[src/csr_pkg.sv]
package csr_pkg;
    // --------------------------------------------------------------
    // Register file addresses
    // --------------------------------------------------------------
    localparam logic [4:0] CSR_ADDR_INDIRECT = 5'h00;
    localparam logic [4:0] CSR_ADDR_PC_LOW   = 5'h02;
    localparam logic [4:0] CSR_ADDR_STATUS   = 5'h03;
    localparam logic [4:0] CSR_ADDR_POINTER  = 5'h04;
    localparam logic [4:0] CSR_ADDR_PORT_A   = 5'h05;
    localparam logic [4:0] CSR_ADDR_PORT_B   = 5'h06;

    // --------------------------------------------------------------
    // Status bit positions
    // --------------------------------------------------------------
    localparam int CSR_ST_CARRY  = 0;
    localparam int CSR_ST_NIBBLE = 1;
    localparam int CSR_ST_NULL   = 2;
    localparam int CSR_ST_PDOWN  = 3;
    localparam int CSR_ST_WDOG   = 4;

    // --------------------------------------------------------------
    // Reset values
    // --------------------------------------------------------------
    localparam logic [7:0] CSR_STATUS_RST = 8'h18;
    localparam logic [5:0] CSR_OPTION_RST = 6'h3F;
    localparam logic [7:0] CSR_DIR_RST    = 8'hFF;
    localparam logic [8:0] CSR_PC_RST     = 9'h1FF;
    localparam logic [8:0] CSR_STACK_RST  = 9'h000;
    localparam logic [4:0] CSR_PTR_RST    = 5'h00;
    localparam logic [7:0] CSR_LATCH_RST  = 8'h00;

    // --------------------------------------------------------------
    // Program counter operations
    // --------------------------------------------------------------
    typedef enum logic [2:0] {
        CSR_PC_STEP  = 3'b000,
        CSR_PC_JUMP  = 3'b001,
        CSR_PC_CALL  = 3'b010,
        CSR_PC_RET   = 3'b011,
        CSR_PC_HOLD  = 3'b100
    } csr_pc_op_e;

    // Flag update request from the execution unit
    typedef struct packed {
        logic       upd_null;
        logic       upd_nibble;
        logic       upd_carry;
        logic       null_val;
        logic       nibble_val;
        logic       carry_val;
    } csr_flags_s;

    // Timer configuration as decoded for the timer block
    typedef struct packed {
        logic       ext_source;
        logic       falling_edge;
        logic       bypass;
        logic [8:0] divide_ratio;
    } csr_timer_cfg_s;
endpackage : csr_pkg

[src/csr_core.sv]
// Notes on behaviour
// - Flag-updating op overrides status write of flags
// - Watchdog and power-down bits ignore writes
// - Power-down set at reset, cleared by halt
// - Null flag set on zero result
// - Nibble carry: add carry, subtract no-borrow
// - Carry bit: add, subtract, rotate semantics
// - Six-bit write-only option, reset all ones
// - Option bit 5 selects external source
// - Option bit 4 selects falling edge
// - Option bit 3 bypasses prescaler
// - Rate code gives 1:2 up to 1:256
// - Program counter advances on each step op without a low-byte write
// - Jump loads all nine bits
// - Call or low-byte write clears bit 8
// - Call pushes two-level stack
// - Return pops stack and loads literal
// - Reset sets every counter bit
// - Indirect address uses pointer target
// - Pointer at indirect: read zero, write none
// - Port reads return pin levels
// - Port A four bits, upper read zero
// - Direction write-only, reset ones, one floats
// - Output latch holds until next write
module csr_core
    import csr_pkg::*;
(
    input  wire logic                  CLK_SYS_I,        // Instruction-cycle clock
    input  wire logic                  RST_N_I,          // Async reset, active low
    input  wire csr_pkg::csr_pc_op_e   PC_OP_I,          // Program counter operation
    input  wire logic [8:0]            PC_LOAD_I,        // Jump target
    input  wire logic [7:0]            LITERAL_I,        // Return literal
    input  wire logic [4:0]            RD_ADDR_I,        // Operand read address
    input  wire logic [4:0]            WR_ADDR_I,        // Destination address
    input  wire logic                  WR_EN_I,          // Destination write strobe
    input  wire logic [7:0]            WR_DATA_I,        // Destination data
    input  wire csr_pkg::csr_flags_s   FLAGS_I,          // Flag updates
    input  wire logic                  HALT_I,           // Low-power halt executed
    input  wire logic                  OPTION_LOAD_I,    // Option-load instruction
    input  wire logic                  DIR_LOAD_A_I,     // Direction load, port A
    input  wire logic                  DIR_LOAD_B_I,     // Direction load, port B
    input  wire logic [7:0]            ACC_I,            // Accumulator value
    input  wire logic [7:0]            EXT_RD_DATA_I,    // Data from other registers
    input  wire logic [3:0]            PORT_A_PIN_I,     // Port A pin levels
    input  wire logic [7:0]            PORT_B_PIN_I,     // Port B pin levels
    output logic [8:0]                 PC_O,             // Program counter
    output logic [7:0]                 RD_DATA_O,        // Operand read data
    output logic [4:0]                 EFF_RD_ADDR_O,    // Resolved read address
    output logic [4:0]                 EFF_WR_ADDR_O,    // Resolved write address
    output logic                       EFF_WR_EN_O,      // Resolved write strobe
    output logic                       ACC_LOAD_O,       // Accumulator takes literal
    output logic [7:0]                 ACC_DATA_O,       // Literal for accumulator
    output csr_pkg::csr_timer_cfg_s    TIMER_CFG_O,      // Decoded timer settings
    output logic [3:0]                 PORT_A_OUT_O,     // Port A latch
    output logic [3:0]                 PORT_A_OE_O,      // Port A drive enable
    output logic [7:0]                 PORT_B_OUT_O,     // Port B latch
    output logic [7:0]                 PORT_B_OE_O,      // Port B drive enable
    output logic [7:0]                 STATUS_O          // Status register
);
    import csr_pkg::*;

    logic [8:0] pc_q;
    logic [8:0] stack1_q;
    logic [8:0] stack2_q;
    logic [7:0] status_q;
    logic [5:0] option_q;
    logic [4:0] pointer_q;
    logic [3:0] latch_a_q;
    logic [7:0] latch_b_q;
    logic [3:0] dir_a_q;
    logic [7:0] dir_b_q;
    logic [3:0] pin_a_s1_q;
    logic [3:0] pin_a_q;
    logic [7:0] pin_b_s1_q;
    logic [7:0] pin_b_q;
    logic [4:0] rd_eff;
    logic [4:0] wr_eff;
    logic       wr_ok;
    logic [7:0] rd_d;

    // --------------------------------------------------------------
    // Address resolution
    // --------------------------------------------------------------
    // indirect redirection
    assign rd_eff = (RD_ADDR_I == CSR_ADDR_INDIRECT) ? pointer_q : RD_ADDR_I;
    assign wr_eff = (WR_ADDR_I == CSR_ADDR_INDIRECT) ? pointer_q : WR_ADDR_I;
    assign wr_ok  = WR_EN_I && (wr_eff != CSR_ADDR_INDIRECT);

    // --------------------------------------------------------------
    // Read multiplexer
    // --------------------------------------------------------------
    always_comb begin
        unique case (rd_eff)
            CSR_ADDR_INDIRECT: rd_d = 8'h00;
            CSR_ADDR_PC_LOW:   rd_d = pc_q[7:0];
            CSR_ADDR_STATUS:   rd_d = status_q;
            CSR_ADDR_POINTER:  rd_d = {3'h0, pointer_q};
            CSR_ADDR_PORT_A:   rd_d = {4'h0, pin_a_q};
            CSR_ADDR_PORT_B:   rd_d = pin_b_q;
            default:           rd_d = EXT_RD_DATA_I;
        endcase
    end

    always_ff @(posedge CLK_SYS_I or negedge RST_N_I) begin
        if (!RST_N_I) begin
            RD_DATA_O     <= 8'h00;
            EFF_RD_ADDR_O <= 5'h00;
            EFF_WR_ADDR_O <= 5'h00;
            EFF_WR_EN_O   <= 1'b0;
        end else begin
            RD_DATA_O     <= rd_d;
            EFF_RD_ADDR_O <= rd_eff;
            EFF_WR_ADDR_O <= wr_eff;
            EFF_WR_EN_O   <= wr_ok;
        end
    end

    // --------------------------------------------------------------
    // Pin synchronisers
    // --------------------------------------------------------------
    always_ff @(posedge CLK_SYS_I or negedge RST_N_I) begin
        if (!RST_N_I) begin
            pin_a_s1_q <= 4'h0;
            pin_a_q    <= 4'h0;
            pin_b_s1_q <= 8'h00;
            pin_b_q    <= 8'h00;
        end else begin
            pin_a_s1_q <= PORT_A_PIN_I;
            pin_a_q    <= pin_a_s1_q;
            pin_b_s1_q <= PORT_B_PIN_I;
            pin_b_q    <= pin_b_s1_q;
        end
    end

    // --------------------------------------------------------------
    // Program counter and stack
    // --------------------------------------------------------------
    always_ff @(posedge CLK_SYS_I or negedge RST_N_I) begin
        if (!RST_N_I) begin
            pc_q     <= CSR_PC_RST;
            stack1_q <= CSR_STACK_RST;
            stack2_q <= CSR_STACK_RST;
        end else begin
            unique case (PC_OP_I)
                CSR_PC_JUMP: pc_q <= PC_LOAD_I;
                CSR_PC_CALL: begin
                    pc_q     <= {1'b0, PC_LOAD_I[7:0]};
                    stack2_q <= stack1_q;
                    stack1_q <= pc_q + 9'h001;
                end
                CSR_PC_RET: begin
                    pc_q     <= stack1_q;
                    stack1_q <= stack2_q;
                end
                CSR_PC_HOLD: pc_q <= pc_q;
                default: begin
                    if (wr_ok && wr_eff == CSR_ADDR_PC_LOW) begin
                        pc_q <= {1'b0, WR_DATA_I};
                    end else begin
                        pc_q <= pc_q + 9'h001;
                    end
                end
            endcase
        end
    end

    assign PC_O = pc_q;

    always_ff @(posedge CLK_SYS_I or negedge RST_N_I) begin
        if (!RST_N_I) begin
            ACC_LOAD_O <= 1'b0;
            ACC_DATA_O <= 8'h00;
        end else begin
            ACC_LOAD_O <= (PC_OP_I == CSR_PC_RET);
            ACC_DATA_O <= LITERAL_I;
        end
    end

    // --------------------------------------------------------------
    // Status register
    // --------------------------------------------------------------
    always_ff @(posedge CLK_SYS_I or negedge RST_N_I) begin
        if (!RST_N_I) begin
            status_q <= CSR_STATUS_RST;
        end else begin
            if (wr_ok && wr_eff == CSR_ADDR_STATUS) begin
                status_q[7:5]          <= WR_DATA_I[7:5];
                status_q[CSR_ST_NULL]   <= WR_DATA_I[CSR_ST_NULL];
                status_q[CSR_ST_NIBBLE] <= WR_DATA_I[CSR_ST_NIBBLE];
                status_q[CSR_ST_CARRY]  <= WR_DATA_I[CSR_ST_CARRY];
            end
            if (FLAGS_I.upd_null) begin
                status_q[CSR_ST_NULL] <= FLAGS_I.null_val;
            end
            if (FLAGS_I.upd_nibble) begin
                status_q[CSR_ST_NIBBLE] <= FLAGS_I.nibble_val;
            end
            if (FLAGS_I.upd_carry) begin
                status_q[CSR_ST_CARRY] <= FLAGS_I.carry_val;
            end
            status_q[CSR_ST_WDOG] <= 1'b1;
            if (HALT_I) begin
                status_q[CSR_ST_PDOWN] <= 1'b0;
            end
        end
    end

    assign STATUS_O = status_q;

    // --------------------------------------------------------------
    // Pointer, option and timer decode
    // --------------------------------------------------------------
    always_ff @(posedge CLK_SYS_I or negedge RST_N_I) begin
        if (!RST_N_I) begin
            pointer_q <= CSR_PTR_RST;
        end else if (wr_ok && wr_eff == CSR_ADDR_POINTER) begin
            pointer_q <= WR_DATA_I[4:0];
        end
    end

    always_ff @(posedge CLK_SYS_I or negedge RST_N_I) begin
        if (!RST_N_I) begin
            option_q <= CSR_OPTION_RST;
        end else if (OPTION_LOAD_I) begin
            option_q <= ACC_I[5:0];
        end
    end

    always_ff @(posedge CLK_SYS_I or negedge RST_N_I) begin
        if (!RST_N_I) begin
            TIMER_CFG_O <= '0;
        end else begin
            TIMER_CFG_O.ext_source   <= option_q[5];
            TIMER_CFG_O.falling_edge <= option_q[4];
            TIMER_CFG_O.bypass       <= option_q[3];
            TIMER_CFG_O.divide_ratio <= option_q[3] ? 9'h001
                                      : (9'h002 << option_q[2:0]);
        end
    end

    // --------------------------------------------------------------
    // Port latches and direction
    // --------------------------------------------------------------
    // latch holds until written
    always_ff @(posedge CLK_SYS_I or negedge RST_N_I) begin
        if (!RST_N_I) begin
            latch_a_q <= CSR_LATCH_RST[3:0];
            latch_b_q <= CSR_LATCH_RST;
        end else begin
            if (wr_ok && wr_eff == CSR_ADDR_PORT_A) begin
                latch_a_q <= WR_DATA_I[3:0];
            end
            if (wr_ok && wr_eff == CSR_ADDR_PORT_B) begin
                latch_b_q <= WR_DATA_I;
            end
        end
    end

    always_ff @(posedge CLK_SYS_I or negedge RST_N_I) begin
        if (!RST_N_I) begin
            dir_a_q <= CSR_DIR_RST[3:0];
            dir_b_q <= CSR_DIR_RST;
        end else begin
            if (DIR_LOAD_A_I) begin
                dir_a_q <= ACC_I[3:0];
            end
            if (DIR_LOAD_B_I) begin
                dir_b_q <= ACC_I;
            end
        end
    end

    always_ff @(posedge CLK_SYS_I or negedge RST_N_I) begin
        if (!RST_N_I) begin
            PORT_A_OUT_O <= 4'h0;
            PORT_A_OE_O  <= 4'h0;
            PORT_B_OUT_O <= 8'h00;
            PORT_B_OE_O  <= 8'h00;
        end else begin
            PORT_A_OUT_O <= latch_a_q;
            PORT_A_OE_O  <= ~dir_a_q;
            PORT_B_OUT_O <= latch_b_q;
            PORT_B_OE_O  <= ~dir_b_q;
        end
    end
endmodule : csr_core

[config.mk]
export PLATFORM = sky130hd
export DESIGN_NAME = csr_core
export DESIGN_NICKNAME = d
export VERILOG_FILES = /design/src/csr_pkg.sv /design/src/csr_core.sv
export SDC_FILE = /design/constraint.sdc
export NUM_CORES = 1
export LEC_CHECK = 0
export BUFFER_PORTS_ARGS = -buffer_cell sky130_fd_sc_hd__buf_2
export CAP_MARGIN = 10
export CORE_MARGIN = 2
export CORE_UTILIZATION = 45
export CTS_CLUSTER_DIAMETER = 50
export DETAILED_ROUTE_END_ITERATION = 10
export PLACE_DENSITY = 0.69
export SLEW_MARGIN = 40
export SYNTH_ARGS = -nofsm -noshare
export SYNTH_HDL_FRONTEND = slang
export SYNTH_SLANG_ARGS = --single-unit
[constraint.sdc]
create_clock -name CLK_SYS_I -period 3.95 [get_ports CLK_SYS_I]
set_input_delay 0.395 -clock CLK_SYS_I [delete_from_list [all_inputs] [get_ports CLK_SYS_I]]
set_output_delay 0.395 -clock CLK_SYS_I [all_outputs]
set_load 0.02 [all_outputs]
# Word level (Yosys, flattened, before mapping)
# Index checks and enable logic that the tools add are counted.
dict set report totals {
  output_inout_bits 81
  elab_cells 75
  ff_bits 157
  input_bits 79
}
dict set report classes {
  shift 1
  muxes 11
  reduce_logical 14
  bitwise_logic 2
  add_sub_neg 1
  n_eq_ne 14
}
# operator count
set op_table {}
lappend op_table {{8-bit one-hot mux with 6 select lines} 1}
lappend op_table {{9-bit one-hot mux with 4 select lines} 1}
lappend op_table {{5-bit by 3-bit == test with 1-bit output, second input constant} 6}
lappend op_table {{5-bit by 2-bit == test with 1-bit output, second input constant} 4}
lappend op_table {{9-bit two-way mux} 2}
lappend op_table {{9-bit one-hot mux with 2 select lines} 1}
lappend op_table {{5-bit zero test} 3}
lappend op_table {{5-bit two-way mux} 2}
lappend op_table {{9-bit by 1-bit adder with 9-bit output, second input constant} 1}
lappend op_table {{2-bit by 3-bit left shift with 9-bit output, first input constant} 1}
lappend op_table {{8-bit NOT} 1}
lappend op_table {{2-bit nonzero test} 4}
lappend op_table {{3-bit by 2-bit == test with 1-bit output, second input constant} 2}
lappend op_table {{1-bit logical AND} 6}
lappend op_table {{5-bit nonzero test} 1}
lappend op_table {{4-bit NOT} 1}
lappend op_table {{3-bit by 1-bit == test with 1-bit output, second input constant} 1}
lappend op_table {{3-bit == test, second input constant} 1}
lappend op_table {{1-bit two-way mux} 3}
lappend op_table {{3-bit two-way mux} 1}

# Logic depth before layout (Yosys ltp)
# Gate-level depths: netlist (run 1).
dict set report logic_depth {
  word_depth 7
  ltp_mapped 6
  ltp_nobuf 5
}

# Worst setup path after synthesis (run 1)
# No wires, ideal clock.
dict set report synth_timing {
  path_type {input-to-reg}
  from {in WR_ADDR_I[3]}
  to {reg latch_b_q[0]}
  t_required_ns 3.825
  path_buffers 1
  cell_stages 5
  arrival_ns 2.020
  path_slack_ns 1.805
  setup_ns 0.125
  path_cell_list {or3b_4 -> a2111o_1 -> buf_6 -> nor3b_4 -> mux2_2}
}
dict set report synth_between {
  elab_chain_len 5
  elab_cells_between_ends 6
  cone_classes {1 x eq/ne; 1 x mux; 4 x reduce/logical}
}
# item line
set synth_lines {}
lappend synth_lines {{start, declared} csr_core.sv:34} ;# input wire logic [4:0] WR_ADDR_I,
lappend synth_lines {{5-bit zero test} csr_core.sv:86} ;# assign wr_eff = (WR_ADDR_I == CSR_ADDR_INDIRECT) ? pointer_q : WR_ADDR_I;
lappend synth_lines {{5-bit two-way mux (*)} csr_core.sv:86}
lappend synth_lines {{5-bit nonzero test} csr_core.sv:87} ;# assign wr_ok = WR_EN_I && (wr_eff != CSR_ADDR_INDIRECT);
lappend synth_lines {{1-bit logical AND} csr_core.sv:87}
lappend synth_lines {{1-bit logical AND (*)} csr_core.sv:253} ;# if (wr_ok && wr_eff == CSR_ADDR_PORT_B) begin
lappend synth_lines {{end signal, assigned} csr_core.sv:248} ;# latch_b_q <= CSR_LATCH_RST;
lappend synth_lines {{end signal, assigned} csr_core.sv:254} ;# latch_b_q <= WR_DATA_I;
lappend synth_lines {{end, declared} csr_core.sv:69} ;# logic [7:0] latch_b_q;
# Mark *: on every way between the ends. The rest lies on a longest branch, timed or not.
# A chain may end at the register's enable or synchronous reset.

# Final worst setup path (run 1)
dict set report layout_timing {
  from {reg pointer_q[4]}
  to {reg latch_b_q[1]}
}
dict set report layout_between {
  elab_chain_len 4
  elab_cells_between_ends 5
  cone_classes {1 x eq/ne; 1 x mux; 3 x reduce/logical}
}
# item line
set layout_lines {}
lappend layout_lines {{start, declared} csr_core.sv:67} ;# logic [4:0] pointer_q;
lappend layout_lines {{start signal, assigned} csr_core.sv:217} ;# pointer_q <= WR_DATA_I[4:0];
lappend layout_lines {{5-bit two-way mux (*)} csr_core.sv:86}
lappend layout_lines {{5-bit nonzero test} csr_core.sv:87}
lappend layout_lines {{1-bit logical AND} csr_core.sv:87}
lappend layout_lines {{1-bit logical AND (*)} csr_core.sv:253}
# Marks and branches as above.

==> results.sh, run 1 <==
export IMPL_status="finished, final reports clean"
export IMPL_initial_core_util_pct=45.90
export IMPL_finalSetupViolCount=0
export IMPL_core_area_sq_um=13830
export IMPL_drt_wl_total_um=15610
export IMPL_synth_edf_count=0
export IMPL_final_area_sq_um=7920
export IMPL_crit_arrival_ns=2.72
export IMPL_place_area_sq_um=7292
export IMPL_place_congestion=0.8477
export IMPL_crit_type="reg2reg"
export IMPL_period_share_pct=61.23
export IMPL_drtAntennaViolNets=0
export IMPL_worstSetupStartpointType="flop"
export IMPL_ios=160
export IMPL_vias=4727
export IMPL_ys_ff_latch=156
export IMPL_chipHeight_um=122.8
export IMPL_rows=43
export IMPL_max_freq_ghz=0.4135
export IMPL_root_buffer="clkbuf_16"
export IMPL_finalHoldViolCount=0
export IMPL_cts_hold_buffers=0
export IMPL_path_clk_slew_ns=0.06
export IMPL_cts_max_level=4
export IMPL_synthCells=520
export IMPL_tns_ns=0
export IMPL_drc=0
export IMPL_sw_frac_of_total_pct=28.70
export IMPL_end_kind="flop"
export IMPL_hpwl_um=11200
export IMPL_rsz0062_at_grt="false"
export IMPL_postLayoutCoreUtil_pct=57.28
export IMPL_pwr_share_comb_pct=16.9
export IMPL_first_iter_violations=369
export IMPL_numCtsBuffers=17
export IMPL_power_leakage_nw=3.669
export IMPL_synth_cell_types=64
export IMPL_diodes=0
export IMPL_viasPerCell=5.452
export IMPL_die_w_um=122.8
export IMPL_drive_gt1_share_pct=40.90
export IMPL_dieArea_sq_um=15070
export IMPL_ys_seq_area_share_pct=62.07
export IMPL_finalCriticalPeriod_ns=2.419
export IMPL_synthTopCellsByArea="dfrtp_1 (50%), dfstp_2 (12%), mux2_2 (7.6%), o21ai_0 (3.2%), mux2i_1 (1.9%)"
export IMPL_p_seq_share_pct=45.9
export IMPL_cts_tree="done"
export IMPL_postSynthAreaPerCell_sq_um=12.20
export IMPL_grt_max_degree=100
export IMPL_yosys_warnings=0
export IMPL_intPower_mw=3.188
export IMPL_filler_cell_count=1217
export IMPL_ir_drop_mv=0.2698
export IMPL_antenna_found_initial=1
export IMPL_finClkSkew_ns=0.008490
export IMPL_syn_area_sq_um=6346
export IMPL_area_growth_pct=24.80
export IMPL_power_switching_mw=1.283
export IMPL_io_buffers=158
export IMPL_async_reset_ff_share_pct=100.0
export IMPL_grt_pass1_vias=4796
export IMPL_critical_path_max_fanout=10
export IMPL_cts_buffer_depth=2
export IMPL_slew_headroom_pct=48.25
export IMPL_cap_violations=0
export IMPL_synth_largest_area_cell="dfrtp_1"
export IMPL_worstPathRequired_ns=4.25
export IMPL_drtPass1Iterations=5
export IMPL_power_density_nw_per_um2=564.5
export IMPL_insertion_delay_ns=0.42
export IMPL_grt_pass1_wl_um=24960
export IMPL_cts_setup_buffers=0
export IMPL_yosys_area_top_type_share_pct=50.47
export IMPL_worst_pin_slew_ns=0.7703
export IMPL_grt_usage_pct=21.92
export IMPL_slew_viol_final=0
export IMPL_layout_nets=754
export IMPL_gr_total_overflow=0
export IMPL_yosys_most_used_dff="dfrtp_1"
export IMPL_cts_resized=0
export IMPL_clock_sinks=156
export IMPL_syn_nets=600
export IMPL_wl_per_cell_um=18.00
export IMPL_power_frac_clock_pct=37.1
export IMPL_hold_class="in2async"
state kept, by name, indices dropped and copies added, names as in the netlist, 5 cells and up:
name           cells
RD_DATA_O          8
stack1_q           9
PORT_B_OE_O        8
PC_O               9
option_q           6
pin_b_s1_q         8
PORT_B_OUT_O       8
dir_b_q            8
TIMER_CFG_O       11
STATUS_O           7
ACC_DATA_O         8
EFF_RD_ADDR_O      5
stack2_q           9
pointer_q          5
EFF_WR_ADDR_O      5
latch_b_q          8
pin_b_q            8
cells in the mapped netlist, types with 2 or more instances:
master,count
and2_1,4
xor2_1,2
a211oi_1,3
nor3_1,21
nand2_1,28
mux2i_1,12
a22oi_1,9
a31o_2,7
nand2b_1,11
xnor2_1,3
a2bb2oi_1,6
or3_1,2
o2111ai_1,4
mux2_2,43
inv_1,23
a221o_1,2
o31ai_1,12
buf_4,2
a21oi_1,14
nor2_1,15
o21ai_0,41
o22ai_1,2
a21o_1,3
dfrtp_1,128
nor2b_1,7
nor4_1,2
o211ai_1,4
dfstp_2,28
or4_1,2
a31oi_1,6
buf_1,2
o21a_1,4
or2_2,2
clkbuf_1,21
nand3_1,16
power groups by stage:
stage / registers [mW] / clock network, mW / logic [mW]
after floorplan: 2.12 / 0 / 0.383
after global placement: 2.07 / 0 / 0.733
after detailed placement: 2.08 / 0 / 0.756
after CTS: 2.05 / 1.69 / 0.761
after global routing: 2.08 / 1.77 / 0.829
final: 2.05 / 1.66 / 0.757
cells in the final DEF (no fill, tap or decap), drive strengths merged, types with 3 or more instances in the layout:
master    Yosys  layout
inv          23      27
clkbuf       21      21
dfstp        28      28
a22oi         9       9
o211ai        4       4
a31o          7       7
nand2        28      28
a211oi        3       3
or2           3       3
bufinv        0       3
and2          4       4
mux2i        12      12
mux2         43      43
o2111ai       4       4
a21oi        14      14
xnor2         3       3
nor2         15      15
o21a          4       4
nor2b         7       7
o31ai        12      12
nand2b       11      11
buf           5     160
a2bb2oi       6       6
dfrtp       128     128
o21ai        41      41
clkinvlp      0       3
a21o          3       3
nor3         22      22
nand3        16      16
a31oi         6       6
critical path, stage by stage (launching register included):
cell      delay (ns)
dfrtp_1         0.51
or2_1           0.37
a2111o_1        0.57
nor3b_4         0.45
mux2_2          0.39
cell families after synthesis:
family                     after synthesis  synth area share [%]
AOI/OAI and AO/OA                      130                 13.86
xor gates and xnor gates                 5                0.6902
adders and majority gates                1                0.1971
buffers and inverters                   49                 3.135
DFF                                    156                 62.07
muxes                                   55                 9.523
other                                    1               0.05909
and+or+nand+nor                        123                 10.47
per-layer routing:
metal  wire length (um)  vias to the layer above  GRT usage, %  part of all wire, %
met5                 13                        -             0                0.083
met4                235                        2         6.753                  1.5
met3               1191                       20         7.528                  7.6
met2               7450                      168         34.84                   48
met1               6715                     2345         28.40                   43
li1                   -                     2192             -                    -
stage by stage:
step                      worst slack (ns)  instances  hold WS [ns]  power (mW)
final                                1.531        867       0.01192       4.471
after detailed placement             1.422        834        0.3362       2.831
after global routing                 1.444        867       0.05559       4.685
after floorplan                      1.805        520       0.09941       2.499
after global placement               1.537        834        0.3356       2.800
after CTS                            1.537        866       0.03028       4.506
final timing paths:
| kind | depth (start not counted) | slack (ns) | from | to |
|---|---|---|---|---|
| setup reg to reg | 4 | 1.53 | pointer_q[4]$_DFFE_PN0P_ | latch_b_q[1]$_DFFE_PN0P_ |
| hold reg to reg | 0 | 0.35 | pin_b_s1_q[2]$_DFF_PN0_ | pin_b_q[2]$_DFF_PN0_ |
| setup / recovery | 4 | 1.53 | pointer_q[4]$_DFFE_PN0P_ | latch_b_q[1]$_DFFE_PN0P_ |
| max in group asynchronous | 2 | 3.07 | RST_N_I | dir_b_q[1]$_DFFE_PN1P_ |
| min in group CLK_SYS_I | 1 | 0.08 | PORT_A_PIN_I[0] | pin_a_s1_q[0]$_DFF_PN0_ |
| hold / removal | 1 | 0.01 | RST_N_I | stack1_q[8]$_DFFE_PN0P_ |
layout make-up:
| type | instances | area (sq um) | area share [%] |
|---|---|---|---|
| clock buffers | 20 | 446.7 | 5.640 |
| clock inverters | 12 | 161.4 | 2.038 |
| inverters | 23 | 86.33 | 1.090 |
| multi-input cells | 315 | 2241 | 28.29 |
| flip-flops and latches | 156 | 3939 | 49.73 |
| well taps | 180 | 225.2 | 2.844 |
| repair buffers | 161 | 820.8 | 10.36 |
No activity file was read; power rests on OpenSTA's default activity.
==> inputs of run 2 (changes only) <==
ABC_AREA = 1   (was unset)
PLACE_DENSITY = 0.72   (was 0.69)
clock period = 2 ns   (was 3.95 ns; I/O delays follow)
==> run 2 against run 1 <==
  * Maximum frequency up 36%
  * Cell area up 1.4%
  * Clock power up 80%
  * Combinational power up 89%
  * Clock-buffer cell count up 6
  * Clock skew up 0.0016 ns
  * Sequential power up 90%
  * First-iteration DRC count down 24%
  * Highest routed layer is now met4
==> results.sh, run 2 <==
export IMPL_yosys_warnings=0
export IMPL_ir_drop_mv=0.6457
export IMPL_filler_cell_count=1123
export IMPL_synthTopCellsByArea="dfrtp_1 (53%), dfstp_2 (12%), nand2_1 (7.3%), nand3_1 (4.4%), inv_1 (3.9%)"
export IMPL_final_cell_mix="buf_2 (157), dfrtp_1 (128), nand2_1 (119)"
export IMPL_hpwl_um=10850
export IMPL_diodes=0
export IMPL_clock_sinks=156
export IMPL_synth_edf_count=0
export IMPL_cts_max_level=4
export IMPL_slew_viol_final=0
export IMPL_die_w_um=120.3
export IMPL_intPower_mw=5.926
export IMPL_gr_total_overflow=0
export IMPL_postSynthAreaPerCell_sq_um=10.50
export IMPL_area_growth_pct=31.83
export IMPL_place_ws_ns=0.1569
export IMPL_finalHoldViolCount=0
export IMPL_dp_cells=913
export IMPL_syn_area_sq_um=6090
export IMPL_power_switching_mw=2.385
export IMPL_cts_buffer_depth=2
export IMPL_crit_arrival_ns=2.12
export IMPL_root_buffer="clkbuf_16"
export IMPL_ys_ff_latch=156
export IMPL_slowest_delay_ns=0.59
export IMPL_power_density_nw_per_um2=1035
export IMPL_synthTopCellsByCount="dfrtp_1 (128), nand2_1 (119), inv_1 (64)"
export IMPL_final_cells=978
export IMPL_pwr_share_comb_pct=17.2
export IMPL_mostFrequentLayoutCell="buf_2"
export IMPL_layout_nets=869
export IMPL_setup_slack_ns=0.2170
export IMPL_path_clk_slew_ns=0.06
export IMPL_synthCells=580
export IMPL_cap_violations=0
export IMPL_place_congestion=0.8661
export IMPL_largest_reg_flops=11
export IMPL_top_register="TIMER_CFG_O"
export IMPL_io_buffers=158
export IMPL_max_freq_ghz=0.5609
export IMPL_path_cells="ha_1 > nand3_1 > nor3_2 > nand3_1 > xor2_1 > nand3_1 > a22oi_1"
export IMPL_first_iter_violations=282
export IMPL_cts_tree="done"
export IMPL_wl_per_cell_um=15.79
export IMPL_finalSetupViolCount=0
export IMPL_tns_ns=0
export IMPL_period_share_pct=89.15
export IMPL_worstPathRequired_ns=2.34
export IMPL_cp_common_cell="nand3_1"
export IMPL_synth_largest_area_cell="dfrtp_1"
export IMPL_power_frac_clock_pct=35.9
export IMPL_status="finished, final reports clean"
export IMPL_hold_depth=3
export IMPL_finClkSkew_ns=0.01005
export IMPL_grt_pass1_wl_um=24990
export IMPL_synth_cell_types=41
export IMPL_min_from="WR_DATA_I[5]"
export IMPL_hold_class="in2reg"
export IMPL_viasPerCell=5.050
export IMPL_drive_gt1_share_pct=32.29
export IMPL_dieArea_sq_um=14480
export IMPL_vias=4939
export IMPL_rows=42
export IMPL_grt_usage_pct=22.68
export IMPL_drt_wl_total_um=15450
export IMPL_numCtsBuffers=17
export IMPL_ys_seq_area_share_pct=64.68
export IMPL_sw_frac_of_total_pct=28.70
export IMPL_drc=0
export IMPL_insertion_delay_ns=0.42
export IMPL_crit_start="PC_O[0]$_DFFE_PN1P_"
export IMPL_worstSetupStartpointType="flop"
export IMPL_antenna_found_initial=1
export IMPL_cp_depth=7
export IMPL_initial_core_util_pct=45.98
export IMPL_rsz0062_at_grt="false"
export IMPL_grt_pass1_vias=5104
export IMPL_yosys_most_used_dff="dfrtp_1"
export IMPL_p_total_mw=8.311
export IMPL_ff2ff_path_depth=7
export IMPL_syn_nets=660
export IMPL_core_area_sq_um=13240
export IMPL_multiInputGateArea_sq_um=1844
export IMPL_yosysMostFrequentCell="dfrtp_1"
export IMPL_crit_slowest_cell="dfstp_2"
export IMPL_drtAntennaViolNets=0
export IMPL_cp_top_family="flip-flops"
export IMPL_critical_path_max_fanout=7
export IMPL_grt_max_degree=46
export IMPL_ios=160
export IMPL_async_reset_ff_share_pct=100.0
export IMPL_r2r_start="PC_O[0]$_DFFE_PN1P_"
export IMPL_power_leakage_nw=3.997
export IMPL_drtPass1Iterations=5
export IMPL_finalCriticalPeriod_ns=1.783
export IMPL_critPathBufInv=0
export IMPL_crit_type="reg2reg"
export IMPL_chipHeight_um=120.3
export IMPL_cts_setup_buffers=0
export IMPL_end_kind="flop"
export IMPL_p_seq_share_pct=47.0
export IMPL_yosys_area_top_type_share_pct=52.60
export IMPL_regArea_sq_um=3939
## run 2: cell types whose count changed after synthesis, sizes merged, moves of 11 or more
| cell | previous run | this run |
|---|---|---|
| inv | 23 | 69 |
| nor3 | 22 | 5 |
| clkbuf | 21 | 7 |
| nor2 | 15 | 58 |
| mux2i | 12 | 0 |
| nand2 | 28 | 124 |
| nand2b | 11 | 0 |
| o31ai | 12 | 0 |
| mux2 | 43 | 2 |
| nand3 | 16 | 58 |
## run 2: final cells by class
type | count | share of cell area, %
timing repair buffer | 200 | 15.20
inverter | 69 | 3.226
clock buffer | 26 | 5.969
sequential | 156 | 49.06
tap | 176 | 2.743
clock inverter | 6 | 0.8261
multi-input combinational | 345 | 22.97
## run 2: cells by family after synthesis
group                    after synthesis  synth area share, %
XOR/XNOR                               7                1.007
flip-flops                           156                64.68
AND/OR/NAND/NOR                      248                19.29
multiplexers                           2               0.3698
AO/OA/AOI/OAI                         86                9.267
other                                  1              0.06158
buffers and inverters                 79                5.116
adder cells (fa/ha/maj)                1               0.2054
## run 2: timing repair
action | 4_1_cts | 5_1_grt
gates resized for setup | 0 | 1
hold buffers | 33 | 0
setup endpoints to repair | 0 | 1
hold endpoints to repair | 61 | 0
## run 2: worst paths after layout
kind | endpoint | slack (ns)
max in group asynchronous | PC_O[7]$_DFFE_PN1P_ | 1.09
max reg2reg | PC_O[8]$_DFFE_PN1P_ | 0.22
min in group asynchronous | PORT_A_OUT_O[0]$_DFF_PN0_ | 0.24
max | PC_O[8]$_DFFE_PN1P_ | 0.22
min reg2reg | pin_b_q[3]$_DFF_PN0_ | 0.35
min | STATUS_O[5]$_DFFE_PN0P_ | 0.03
## run 2: metrics by stage
stage	util [%]	hold WS, ns	area [sq um]
after floorplan	-	-0.09559	6090
after global placement	53.97	0.1172	7147
after detailed placement	53.97	0.1208	7147
after CTS	60.58	0.001333	8023
after global routing	60.62	0.001333	8028
final	60.62	0.02536	8028
## run 2: tightest hold or removal path, delay by kind of cell
kind                   cells  cell delay [ns]
AO/OA/AOI/OAI              1             0.06
buffers and inverters      1             0.10
AND/OR/NAND/NOR            1             0.05
## run 2: metal layers
metal  share of wire (%)  track usage [%]  vias to the layer above
met2                  47            35.33                      215
met3                 7.8            7.500                       45
met5                   0                0                        -
met4                 3.9            11.41                        0
met1                  41            28.45                     2383
li1                    -                -                     2296
## run 2: power groups by stage
stage,Clock (mW),Sequential [mW],Combinational (mW)
2_1_floorplan,0,4.11,0.581
3_3_place_gp,0,3.93,1.33
3_5_place_dp,0,3.95,1.36
4_1_cts,3.04,3.90,1.42
5_1_grt,3.20,3.95,1.58
6_report,2.98,3.90,1.43
